==> config.mk <==
export PLATFORM = sky130hd
export DESIGN_NAME = watch_interval_timer
export DESIGN_NICKNAME = d
export VERILOG_FILES = /design/src/core/watch_timer_pkg.sv /design/src/core/wt_div_if.sv /design/src/core/watch_tick_divider.sv /design/src/core/watch_interval_timer.sv
export SDC_FILE = /design/constraint.sdc
export NUM_CORES = 1
export LEC_CHECK = 0
export BUFFER_PORTS_ARGS = -buffer_cell sky130_fd_sc_hd__buf_4
export CORE_MARGIN = 5
export CORE_UTILIZATION = 49
export DETAILED_ROUTE_END_ITERATION = 10
export GPL_TIMING_DRIVEN = 0
export HOLD_SLACK_MARGIN = 0.15
export PLACE_DENSITY = 0.79
export SETUP_SLACK_MARGIN = 0.3
export SLEW_MARGIN = 25
export SYNTH_ARGS = -nofsm -noshare
export SYNTH_HDL_FRONTEND = slang
export SYNTH_HIERARCHICAL = 1
export SYNTH_SLANG_ARGS = --single-unit
==> constraint.sdc <==
create_clock -name clk_i -period 2.6 [get_ports clk_i]
set_clock_uncertainty 0.2 [all_clocks]
set_input_delay 0.26 -clock clk_i [delete_from_list [all_inputs] [get_ports clk_i]]
set_output_delay 0.26 -clock clk_i [all_outputs]
set_load 0.01 [all_outputs]
==> src/core/watch_timer_pkg.sv <==
// constants, field layout and decode helpers of the watch interval timer
// assumes a 250 MHz system clock and a 32.768 kHz watch clock
//
// How it works
// bit 7 picks clk/128 or subsystem clock
// request forwarded only while bit 6 set
// buzzer field picks 0.5/1/2/4 kHz tone
// speed field picks 1 s, 0.5 s, 0.25 s, 3.91 ms
// enable low stops and clears divider chain
// pending bit 0 cleared by writing zero
// figures assume 32.768 kHz, scale otherwise
// software uses direct register access only
// elapsed interval sets pending, raises request
package watch_timer_pkg;

    // clock figures
    localparam int CLK_HZ       = 250_000_000; // system clock rate
    localparam int PRE_DIV      = 128;          // main clock prescale
    localparam int FW_HZ        = 32768;        // nominal watch clock

    // interval times in their own units
    localparam int INT_HALF_MS  = 500;          // speed 01
    localparam int INT_QUART_MS = 250;          // speed 10
    localparam int INT_FAST_US  = 3910;         // speed 11
    localparam int INT_SLOW_MS  = 1000;         // speed 00

    // interval lengths in watch clock ticks, rounded down
    localparam int INT_HALF_TICKS  = INT_HALF_MS * FW_HZ / 1000;
    localparam int INT_QUART_TICKS = INT_QUART_MS * FW_HZ / 1000;
    localparam int INT_FAST_TICKS  = INT_FAST_US * FW_HZ / 1000000;
    localparam int INT_SLOW_TICKS  = INT_SLOW_MS * FW_HZ / 1000;

    // masks of divider bits that wrap at each interval
    localparam logic [14:0] MASK_HALF  = 15'(INT_HALF_TICKS - 1);
    localparam logic [14:0] MASK_QUART = 15'(INT_QUART_TICKS - 1);
    localparam logic [14:0] MASK_FAST  = 15'(INT_FAST_TICKS - 1);
    localparam logic [14:0] MASK_SLOW  = 15'(INT_SLOW_TICKS - 1);

    // buzzer tones in hz and the divider bit that gives each
    localparam int TONE_0_HZ = 500;
    localparam int TONE_1_HZ = 1000;
    localparam int TONE_2_HZ = 2000;
    localparam int TONE_3_HZ = 4000;
    localparam logic [3:0] BUZ_BIT_0 = 4'($clog2(FW_HZ / (2 * TONE_0_HZ)));
    localparam logic [3:0] BUZ_BIT_1 = 4'($clog2(FW_HZ / (2 * TONE_1_HZ)));
    localparam logic [3:0] BUZ_BIT_2 = 4'($clog2(FW_HZ / (2 * TONE_2_HZ)));
    localparam logic [3:0] BUZ_BIT_3 = 4'($clog2(FW_HZ / (2 * TONE_3_HZ)));

    // register indices; byte address is four times the index
    localparam logic [9:0] CTRL_IDX   = 10'h0d1; // watch_ctrl_reg
    localparam logic [9:0] STAT_IDX   = 10'h0d2; // sticky event status
    localparam logic [9:0] CLR_IDX    = 10'h0d3; // write one to clear
    localparam logic [9:0] IRQEN_IDX  = 10'h0d4; // status enable

    // control field positions
    localparam int SEL_BIT  = 7; // clock select
    localparam int IE_BIT   = 6; // interrupt enable
    localparam int BUZ_LSB  = 4; // buzzer field, 2 bits
    localparam int SPD_LSB  = 2; // speed field, 2 bits
    localparam int EN_BIT   = 1; // timer enable
    localparam int PEND_BIT = 0; // pending flag

    // reset value and prescaler end count
    localparam logic [7:0] CTRL_RST = 8'h00;
    localparam logic [6:0] PRE_MAX  = 7'(PRE_DIV - 1);

    // byte address match for one register index
    function automatic logic reg_hit(input logic [11:0] addr,
                                     input logic [9:0]  idx);
        reg_hit = (addr == {idx, 2'b00});
    endfunction : reg_hit

    // divider bits that must all be set at the end of an interval
    function automatic logic [14:0] interval_mask(input logic [1:0] spd);
        unique case (spd)
            2'b00: interval_mask = MASK_SLOW;
            2'b01: interval_mask = MASK_HALF;
            2'b10: interval_mask = MASK_QUART;
            2'b11: interval_mask = MASK_FAST;
        endcase
    endfunction : interval_mask

    // divider bit that carries the selected tone
    function automatic logic [3:0] buzzer_bit(input logic [1:0] buz);
        unique case (buz)
            2'b00: buzzer_bit = BUZ_BIT_0;
            2'b01: buzzer_bit = BUZ_BIT_1;
            2'b10: buzzer_bit = BUZ_BIT_2;
            2'b11: buzzer_bit = BUZ_BIT_3;
        endcase
    endfunction : buzzer_bit

endpackage : watch_timer_pkg

==> src/core/wt_div_if.sv <==
// bundle between the timer core and its frequency divider chain
// assumes both ends sit in the same clock domain
`timescale 1ns/10ps
`default_nettype none
interface wt_div_if;
    logic        tick;  // one watch clock period elapsed
    logic        clear; // hold chain at zero
    logic [14:0] count; // divider chain state

    modport ctrl  (output tick, output clear, input count);
    modport chain (input tick, input clear, output count);
endinterface : wt_div_if
`default_nettype wire

==> src/core/watch_tick_divider.sv <==
// frequency divider chain counting watch clock ticks
// assumes tick is a one-cycle pulse in the clk_i domain
`timescale 1ns/10ps
`default_nettype none
module watch_tick_divider (
    input  wire logic clk_i,
    input  wire logic rst_b_i,
    wt_div_if.chain   bus
);

    logic [14:0] count_r; // ripple of binary stages

    // clear dominates so a disabled timer never advances
    always_ff @(posedge clk_i or negedge rst_b_i) begin
        if (!rst_b_i) begin
            count_r <= 15'h0000;
        end else if (bus.clear) begin
            count_r <= 15'h0000;
        end else if (bus.tick) begin
            count_r <= count_r + 15'h0001;
        end
    end

    assign bus.count = count_r;

endmodule : watch_tick_divider
`default_nettype wire

==> src/core/watch_interval_timer.sv <==
// watch interval timer: control register, clock select, divider,
// interval events, buzzer tone and interrupt logic
// assumes an avalon-mm master on the register side and subclk_i
// synchronous to clk_i and far slower than it
`timescale 1ns/10ps
`default_nettype none
module watch_interval_timer
    import watch_timer_pkg::*;
(
    input  wire logic        clk_i,
    input  wire logic        rst_b_i,
    input  wire logic [11:0] address_i,
    input  wire logic        read_i,
    input  wire logic        write_i,
    input  wire logic [31:0] writedata_i,
    input  wire logic [3:0]  byteenable_i,
    output logic      [31:0] readdata_o,
    output logic             waitrequest_o,
    input  wire logic        subclk_i,
    output logic             buzzer_o,
    output logic             wt_req_o,
    output logic             irq_o
);

    // control fields above the pending bit
    logic [7:1]  ctrl_r;      // select, ie, buzzer, speed, enable
    logic        pend_r;      // pending flag
    logic [6:0]  pre_r;       // main clock prescaler
    logic        sub_d_r;     // previous subsystem clock level
    logic        stat_r;      // sticky interval status
    logic        irq_en_r;    // status enable
    logic        waitreq_r;   // bus wait state
    logic [31:0] rdata_r;     // read data holding
    logic        buzzer_r;    // tone output
    logic        wt_req_r;    // forwarded request
    logic        irq_r;       // interrupt line

    // combinational helpers
    logic        timer_en;    // enable bit
    logic        sub_rise;    // rising edge of subsystem clock
    logic        pre_wrap;    // prescaler end of count
    logic        fw_tick;     // one watch clock period
    logic [14:0] cur_mask;    // selected interval mask
    logic        evt;         // interval elapsed
    logic        acc_take;    // request sampled this edge
    logic        wr_do;       // write completes this edge
    logic        ctrl_wr;     // write to watch_ctrl_reg
    logic        clr_wr;      // write to clear register
    logic        en_wr;       // write to enable register
    logic [31:0] rdata_nxt;   // read mux

    wt_div_if div_bus ();     // divider chain bundle

    // divider chain
    watch_tick_divider watch_tick_divider_i (
        .clk_i   (clk_i),
        .rst_b_i (rst_b_i),
        .bus     (div_bus.chain)
    );

    assign timer_en = ctrl_r[EN_BIT];

    // clock source select feeds the chain
    assign sub_rise = subclk_i && !sub_d_r;
    assign pre_wrap = (pre_r == PRE_MAX);
    assign fw_tick  = timer_en &&
                      (ctrl_r[SEL_BIT] ? sub_rise : pre_wrap);

    assign div_bus.tick  = fw_tick;
    assign div_bus.clear = !timer_en;

    // interval end: all masked divider bits set on a tick
    assign cur_mask = interval_mask(ctrl_r[SPD_LSB+1:SPD_LSB]);
    assign evt      = fw_tick &&
                      ((div_bus.count & cur_mask) == cur_mask);

    // bus decode; a write lands at the edge where waitrequest is low
    assign acc_take = (read_i || write_i) && waitreq_r;
    assign wr_do    = write_i && !waitreq_r && byteenable_i[0];
    assign ctrl_wr  = wr_do && reg_hit(address_i, CTRL_IDX);
    assign clr_wr   = wr_do && reg_hit(address_i, CLR_IDX);
    assign en_wr    = wr_do && reg_hit(address_i, IRQEN_IDX);

    // subsystem clock edge history
    always_ff @(posedge clk_i or negedge rst_b_i) begin
        if (!rst_b_i) begin
            sub_d_r <= 1'b0;
        end else begin
            sub_d_r <= subclk_i;
        end
    end

    // main clock divide by 128, held at zero while disabled
    always_ff @(posedge clk_i or negedge rst_b_i) begin
        if (!rst_b_i) begin
            pre_r <= 7'h00;
        end else if (!timer_en) begin
            pre_r <= 7'h00;
        end else begin
            pre_r <= pre_r + 7'h01;
        end
    end

    // control fields, plain read/write
    always_ff @(posedge clk_i or negedge rst_b_i) begin
        if (!rst_b_i) begin
            ctrl_r <= CTRL_RST[7:1];
        end else if (ctrl_wr) begin
            ctrl_r <= writedata_i[7:1];
        end
    end

    // pending flag: event set wins over a zero write
    always_ff @(posedge clk_i or negedge rst_b_i) begin
        if (!rst_b_i) begin
            pend_r <= CTRL_RST[PEND_BIT];
        end else if (evt) begin
            pend_r <= 1'b1;
        end else if (ctrl_wr && !writedata_i[PEND_BIT]) begin
            pend_r <= 1'b0;
        end
    end

    // sticky status: event set wins over a clear
    always_ff @(posedge clk_i or negedge rst_b_i) begin
        if (!rst_b_i) begin
            stat_r <= 1'b0;
        end else if (evt) begin
            stat_r <= 1'b1;
        end else if (clr_wr && writedata_i[0]) begin
            stat_r <= 1'b0;
        end
    end

    // status enable register
    always_ff @(posedge clk_i or negedge rst_b_i) begin
        if (!rst_b_i) begin
            irq_en_r <= 1'b0;
        end else if (en_wr) begin
            irq_en_r <= writedata_i[0];
        end
    end

    // buzzer square wave from the selected divider stage
    always_ff @(posedge clk_i or negedge rst_b_i) begin
        if (!rst_b_i) begin
            buzzer_r <= 1'b0;
        end else begin
            buzzer_r <= timer_en &&
                div_bus.count[buzzer_bit(ctrl_r[BUZ_LSB+1:BUZ_LSB])];
        end
    end

    // request outputs
    always_ff @(posedge clk_i or negedge rst_b_i) begin
        if (!rst_b_i) begin
            wt_req_r <= 1'b0;
            irq_r    <= 1'b0;
        end else begin
            wt_req_r <= pend_r && ctrl_r[IE_BIT];
            irq_r    <= stat_r && irq_en_r;
        end
    end

    // read mux; unmapped and write-only addresses read zero
    always_comb begin
        rdata_nxt = 32'h0000_0000;
        if (reg_hit(address_i, CTRL_IDX)) begin
            rdata_nxt[7:0] = {ctrl_r, pend_r};
        end else if (reg_hit(address_i, STAT_IDX)) begin
            rdata_nxt[0] = stat_r;
        end else if (reg_hit(address_i, IRQEN_IDX)) begin
            rdata_nxt[0] = irq_en_r;
        end
    end

    // one wait state for every access
    always_ff @(posedge clk_i or negedge rst_b_i) begin
        if (!rst_b_i) begin
            waitreq_r <= 1'b1;
        end else if (acc_take) begin
            waitreq_r <= 1'b0;
        end else begin
            waitreq_r <= 1'b1;
        end
    end

    // read data captured when the request is first seen
    always_ff @(posedge clk_i or negedge rst_b_i) begin
        if (!rst_b_i) begin
            rdata_r <= 32'h0000_0000;
        end else if (acc_take && read_i) begin
            rdata_r <= rdata_nxt;
        end
    end

    assign readdata_o    = rdata_r;
    assign waitrequest_o = waitreq_r;
    assign buzzer_o      = buzzer_r;
    assign wt_req_o      = wt_req_r;
    assign irq_o         = irq_r;
endmodule : watch_interval_timer
`default_nettype wire

==> results of run 1 <==
==> area by class of cell <==
type                       count  area [sq um]  area share, %
inverter                       2          7.51          0.231
multi-input combinational    159          1190           36.7
sequential                    45          1130           34.8
clock buffer                   5          68.8           2.12
timing repair buffer          65           539           16.6
clock inverter                 3          22.5          0.694
buffer                        29           221           6.83
tap                           54          67.6           2.08
==> power by group through the flow <==
stage	logic (W)	clock network, W	registers [W]
after floorplan	0.0000520	0	0.000720
after global placement	0.000103	0	0.000719
after detailed placement	0.000104	0	0.000719
after CTS	0.000123	0.000448	0.000705
after global routing	0.000138	0.000477	0.000706
final	0.000126	0.000446	0.000705
==> tightest hold or removal path, stage by stage <==
cell	delay, ps
buf_4	70
nor3_1	50
nand4_1	110
o31ai_1	90
nand2_1	50
==> cells by family (layout without fill, tap and decap cells) <==
logic type / count (synthesis) / after routing
simple gates: 78 / 78
other cells: 1 / 24
fa+ha+maj: 2 / 2
flops: 45 / 45
buf+inv: 31 / 104
compound gates: 34 / 34
mux: 14 / 14
xor+xnor: 7 / 7
==> metrics by stage <==
step | hold slack [ps] | cell area (sq um) | worst slack [ps] | power, W | utilization [%]
2_1_floorplan | -236 | 2420 | 319 | 0.000772 | -
3_3_place_gp | 92.7 | 2760 | -34.5 | 0.000822 | 59.3
3_5_place_dp | 95.7 | 2760 | -51.8 | 0.000823 | 59.3
4_1_cts | 163 | 3110 | 319 | 0.00128 | 66.7
5_1_grt | 193 | 3240 | 168 | 0.00132 | 69.6
6_report | 166 | 3240 | 249 | 0.00128 | 69.6
==> timing repair <==
item                                    4_1_cts  5_1_grt
resized for setup                            11       15
pin swaps                                     4       11
hold buffers                                 15        0
endpoints found under the hold margin        58        0
cloned                                        1        0
buffers inserted                              6        6
endpoints found under the setup margin       10       10
==> metal layers <==
metal | vias to the layer above | global-route usage [%] | wire length, um
li1 | 909 | - | -
met1 | 938 | 20.1 | 2260
met2 | 57 | 31.3 | 2820
met3 | 11 | 2.83 | 221
met4 | 0 | 8.42 | 124
met5 | - | 0 | 0
==> state kept, by name, indices dropped and copies added (netlist names) <==
register	cells
sub_d_r	1
pend_r	1
irq_o	1
stat_r	1
wt_req_o	1
ctrl_r	7
waitrequest_o	1
readdata_o	8
irq_en_r	1
buzzer_o	1
pre_r	7
watch_tick_divider_i/bus.count	15
==> final timing paths <==
path / startpoint / slack, ps / cells after the start / endpoint
worst min register to register: ctrl_r[6] / 310 / 1 / readdata_o[6]
worst max-delay path: pre_r[0] / 250 / 9 / watch_tick_divider_i/bus.count[8]
worst min-delay path: address_i[5] / 170 / 5 / pend_r
max in group asynchronous: rst_b_i / 1530 / 2 / waitrequest_o
min in group asynchronous: rst_b_i / 280 / 2 / ctrl_r[5]
worst max register to register: pre_r[0] / 250 / 9 / watch_tick_divider_i/bus.count[8]
==> layout by cell type, fill, tap and decap left out, types with 6 or more instances in the layout <==
| master | instances |
|---|---|
| nand3_1 | 7 |
| nor2_1 | 15 |
| a22o_1 | 7 |
| a21oi_1 | 6 |
| dlygate4sd3_1 | 15 |
| buf_4 | 71 |
| dfrtp_1 | 44 |
| mux2_4 | 11 |
| nand4_1 | 10 |
| nand2_1 | 11 |
| conb_1 | 24 |
==> qor.yml, run 1 <==
yosys:
  synth_edf_count: 0
  synth.distinct_cells: 48
  yosysMostFrequentCell: "dfrtp_1"
  yosysTopAreaCellShare_pct: 47.2
  synth_ff_type: "dfrtp_1"
  synth_area_leader_cell: "dfrtp_1"
  yosys.area_share.xor_xnor_pct: 2.63
  synth.avg_cell_area_sq_um: 11.0
  synth-seq-cells: 45
  ys_async_sr_fraction_pct: 100
  netlist_instances: 212
  synth_area_leaders: "dfrtp_1, buf_4, mux2_4"
  synth-compound-area-share_pct: 10.5
  synth_area_sq_um: 2330
  yosys.area_share.simple_pct: 19.3
  synth_top_family_by_area: "simple AND/OR/NAND/NOR gates"
  synth.yosys.seq_area_share_pct: 48.4
  yosysWarnings: 6
  synth-adder-area-share_pct: 1.07
  synth_mux_area_share_pct: 8.32
  yosys-top-cells-count: "dfrtp_1, buf_4, nor2_1"
floorplanning:
  rows: 25
  die_w_um: 79.0
  dieArea_sq_um: 6240
  die_y_um: 79.0
  core_sq_um: 4660
  initial_utilization_pct: 50.0
  io_pins: 89
cells_and_area:
  n_fill_cell: 330
  synthToLayoutAreaGrowth_pct: 39.1
  finalNonFillerCells: 362
  num_antenna_cells: 0
  nets: 362
  drive_gt1_share_pct: 37.3
hold_path:
  hp-class: "in2reg"
placed_design:
  dp_hpwl_um: 3590
  gp_congestion: 0.832
  dpl.cell_count: 326
  io_buffers: 37
setup_path:
  worst_path_max_delay_cell: "or4_4"
  cp.required_ps: 2630
  path_delay_family: "simple AND/OR/NAND/NOR gates"
  crit_arrival_ps: 2380
  slowest_delay_ps: 510
  crit_type: "reg2reg"
  cp_num_buf_inv: 2
  end_kind: "flip-flop"
  crit_path_max_fanout: 7
  cp-start-kind: "flip-flop"
  crit_chain: "ha_4 > nand3_4 > o21ai_4 > and2_4 > buf_6 > o2111ai_4 > buf_12 > or4_4 > a21oi_2"
cts:
  htreeDepth: 2
  cts_buffers: 5
  clk_pin_slew_ps: 100
  cts-root-buf: "clkbuf_8"
  clock_path_buffers: 2
  clock-sinks: 45
  clock_insertion_delay_worst_skew_ps: 310
  cts_tree: "done"
power:
  powerDensity_nw_per_um2: 394
  vdd_drop_max_v: 0.000210
  p_comb_share_pct: 9.9
  pwr-share-clk_pct: 34.9
  share_seq_of_total_power_pct: 55.2
  switching_share_pct: 24.5
  p_leak_nw: 1.56
  p_int_w: 0.000964
  p_switching_w: 0.000313
sta:
  rsz0062_at_grt: "true"
  fin_crit_ps: 2350
  setup_tns_ps: 0
  finalSetupViolCount: 0
  slew_viol_final: 0
  tightest_slew_ps: 570
  slew_headroom_pct: 61.8
  fmax_ghz: 0.425
  hold_viol_final: 0
  fin_crit_sh_pct: 90.4
grt:
  antenna_found_initial: 0
  grt_pass1_vias: 1879
  grt_overflow: 0
  grt_pass1_wl_um: 8610
  grt_start_max_net_pins: 46
  track_usage_pct: 17.5
route:
  wl_um: 5420
  wl_per_cell_um: 15.0
  first_iter_violations: 154
  vias_per_cell: 5.29
  detail-route-antenna-nets: 0
  firstDrtPassIters: 4
  num_vias: 1915
  post-route-drc-count: 0
outcome:
  status: "finished clean"
job:
  drv_cap: 0
(Power assumes the default switching activity.)
==> run 2: changes to the inputs <==
--- a/config.mk
+++ b/config.mk
@@ -5,13 +5,14 @@
 export SDC_FILE = /design/constraint.sdc
 export NUM_CORES = 1
 export LEC_CHECK = 0
+export ABC_CLOCK_PERIOD_IN_PS = 2600
 export BUFFER_PORTS_ARGS = -buffer_cell sky130_fd_sc_hd__buf_4
 export CORE_MARGIN = 5
 export CORE_UTILIZATION = 49
 export DETAILED_ROUTE_END_ITERATION = 10
 export GPL_TIMING_DRIVEN = 0
 export HOLD_SLACK_MARGIN = 0.15
-export PLACE_DENSITY = 0.79
+export PLACE_DENSITY = 0.89
 export SETUP_SLACK_MARGIN = 0.3
 export SLEW_MARGIN = 25
 export SYNTH_ARGS = -nofsm -noshare
==> qor.yml, run 2 (same netlist as run 1, synthesis figures left out) <==
setup_path:
  cp-start-kind: "flip-flop"
  worst_path_max_delay_cell: "dfrtp_1"
  crit_path_frequent_cell: "buf_6"
  crit_arrival_ps: 2350  # -30 ps
  slowest_delay_ps: 370  # -140 ps
  cp.required_ps: 2630  # about the same
  crit_type: "reg2reg"
  crit_chain: "ha_2 > nand3_2 > o21ai_2 > and2_4 > buf_6 > o2111ai_4 > buf_6 > buf_4 > or3_1 > a21oi_1"
  crit_path_max_fanout: 7  # unchanged
  end_kind: "flip-flop"
cells_and_area:
  layout_common_cells: "buf_4, dfrtp_1, conb_1"
  synthToLayoutAreaGrowth_pct: 35.3
  largest_register_ffs: 15  # unchanged
  final_util_pct: 67.7  # -1.9 points
  layout_commonest_cell: "buf_4"
  num_antenna_cells: 0  # unchanged
  post-route-cell-area_sq_um: 3150  # -2.8%
  nets: 360  # -0.55%
  drive_gt1_share_pct: 35.9  # -1.4 points
cts:
  clock-sinks: 45  # unchanged
  clock_path_buffers: 2  # unchanged
  clk_pin_slew_ps: 80  # -20 ps
  clock_insertion_delay_worst_skew_ps: 300  # about the same
  cts_buffers: 5  # unchanged
  cts-root-buf: "clkbuf_8"
  cts_tree: "done"
  htreeDepth: 2  # unchanged
route:
  detail-route-antenna-nets: 0  # unchanged
  vias_per_cell: 5.33  # +0.71%
  wl_per_cell_um: 15.2  # +1.4%
  firstDrtPassIters: 4  # unchanged
  num_vias: 1918  # +0.16%
  wl_um: 5470  # +0.79%
  post-route-drc-count: 0  # unchanged
  first_iter_violations: 116  # -25%
grt:
  grt_pass1_wl_um: 8830  # +2.5%
  grt_pass1_vias: 1854  # -1.3%
  track_usage_pct: 18.2  # +0.75 points
  grt_start_max_net_pins: 46  # unchanged
  grt_overflow: 0  # unchanged
  antenna_found_initial: 0  # unchanged
sta:
  slew_viol_final: 0  # unchanged
  fin_crit_sh_pct: 89.0  # -1.4 points
  fin_crit_ps: 2320  # -35.7 ps
  rsz0062_at_grt: "true"
  tightest_slew_ps: 566  # -4.27 ps
  fmax_ghz: 0.432  # +1.5%
  hold_viol_final: 0  # unchanged
  slew_headroom_pct: 62.3  # +0.49 points
  finalSetupViolCount: 0  # unchanged
  setup_tns_ps: 0  # unchanged
  fin_ws_ps: 285  # +35.7 ps
power:
  p_leak_nw: 1.49  # -4.4%
  vdd_drop_max_v: 0.000189  # -9.9%
  powerDensity_nw_per_um2: 399  # +1.2%
placed_design:
  placed_area_sq_um: 2760  # unchanged
  io_buffers: 37  # unchanged
  dp_hpwl_um: 3560  # -0.63%
  dp_slack_ps: -78.3  # -26.4 ps
  gp_congestion: 0.829  # -0.31%
floorplanning:
  core_sq_um: 4660  # unchanged
  die_y_um: 79.0  # unchanged
  dieArea_sq_um: 6240  # unchanged
  die_w_um: 79.0  # unchanged
  io_pins: 89  # unchanged
  rows: 25  # unchanged
  initial_utilization_pct: 50.0  # unchanged
outcome:
  status: "finished clean"
job:
  drv_cap: 0  # unchanged
hold_path:
  hp-class: "in2reg"
## run 2: changes by cell type in the layout (fill, tap and decap cells not counted), moves of 2 or more
cell	change
clkinv_4	-2
mux2_4	-3
nor4_2	+3
mux2_1	+3
nor4_4	-3
## run 2: cell type report
cell class	instances	area [sq um]
fill	343	1510
timing repair buffer	63	514
tap	54	67.6
inverter	2	7.51
sequential	45	1130
multi-input combinational	159	1130
clock inverter	3	17.5
buffer	29	221
clock buffer	5	68.8
## run 2: report_power, final
part | switching [W] | total (W) | internal [W] | leakage [nW]
sequential | 0.00000189 | 0.000705 | 0.000703 | 0.623
clock | 0.000239 | 0.000425 | 0.000186 | 0.0439
combinational | 0.0000566 | 0.000126 | 0.0000698 | 0.822
## run 2: final timing paths
path | from | end | slack (ps) | cells past startpoint
min in group asynchronous | rst_b_i | irq_o | 300 | 2
worst min-delay path | address_i[5] | pend_r | 170 | 5
max in group asynchronous | rst_b_i | waitrequest_o | 1510 | 2
worst max register to register | pre_r[1] | watch_tick_divider_i/bus.count[5] | 280 | 10
worst max-delay path | pre_r[1] | watch_tick_divider_i/bus.count[5] | 280 | 10
worst min register to register | pend_r | readdata_o[0] | 310 | 1
## run 2: critical path, delay by kind of cell (launching register included)
kind                     cells  cell delay, ps
flip-flops                   1             370
adder cells (fa/ha/maj)      1             190
buffers and inverters        3             430
AO/OA/AOI/OAI                3             480
AND/OR/NAND/NOR              3             560
## run 2: through the flow
step,hold slack (ps),std cells,total power [W]
final,173,360,0.00126
after global routing,218,360,0.00131
after CTS,170,357,0.00127
after detailed placement,87.8,326,0.000822
after global placement,83.5,326,0.000821
after floorplan,-236,235,0.000772
## run 2: what timing repair did
action	4_1_cts	5_1_grt
endpoints found under the hold margin	58	0
hold buffers	15	0
pin swaps	5	11
gates resized for setup	8	8
endpoints found under the setup margin	10	10
buffers inserted	8	3
## run 2: per-layer routing
metal | share of wire, % | GRT usage (%) | vias up
met5 | 0 | 0 | -
met1 | 38 | 21.8 | 932
li1 | - | - | 905
met4 | 1.9 | 7.04 | 0
met2 | 54 | 31.9 | 70
met3 | 6.2 | 3.85 | 11
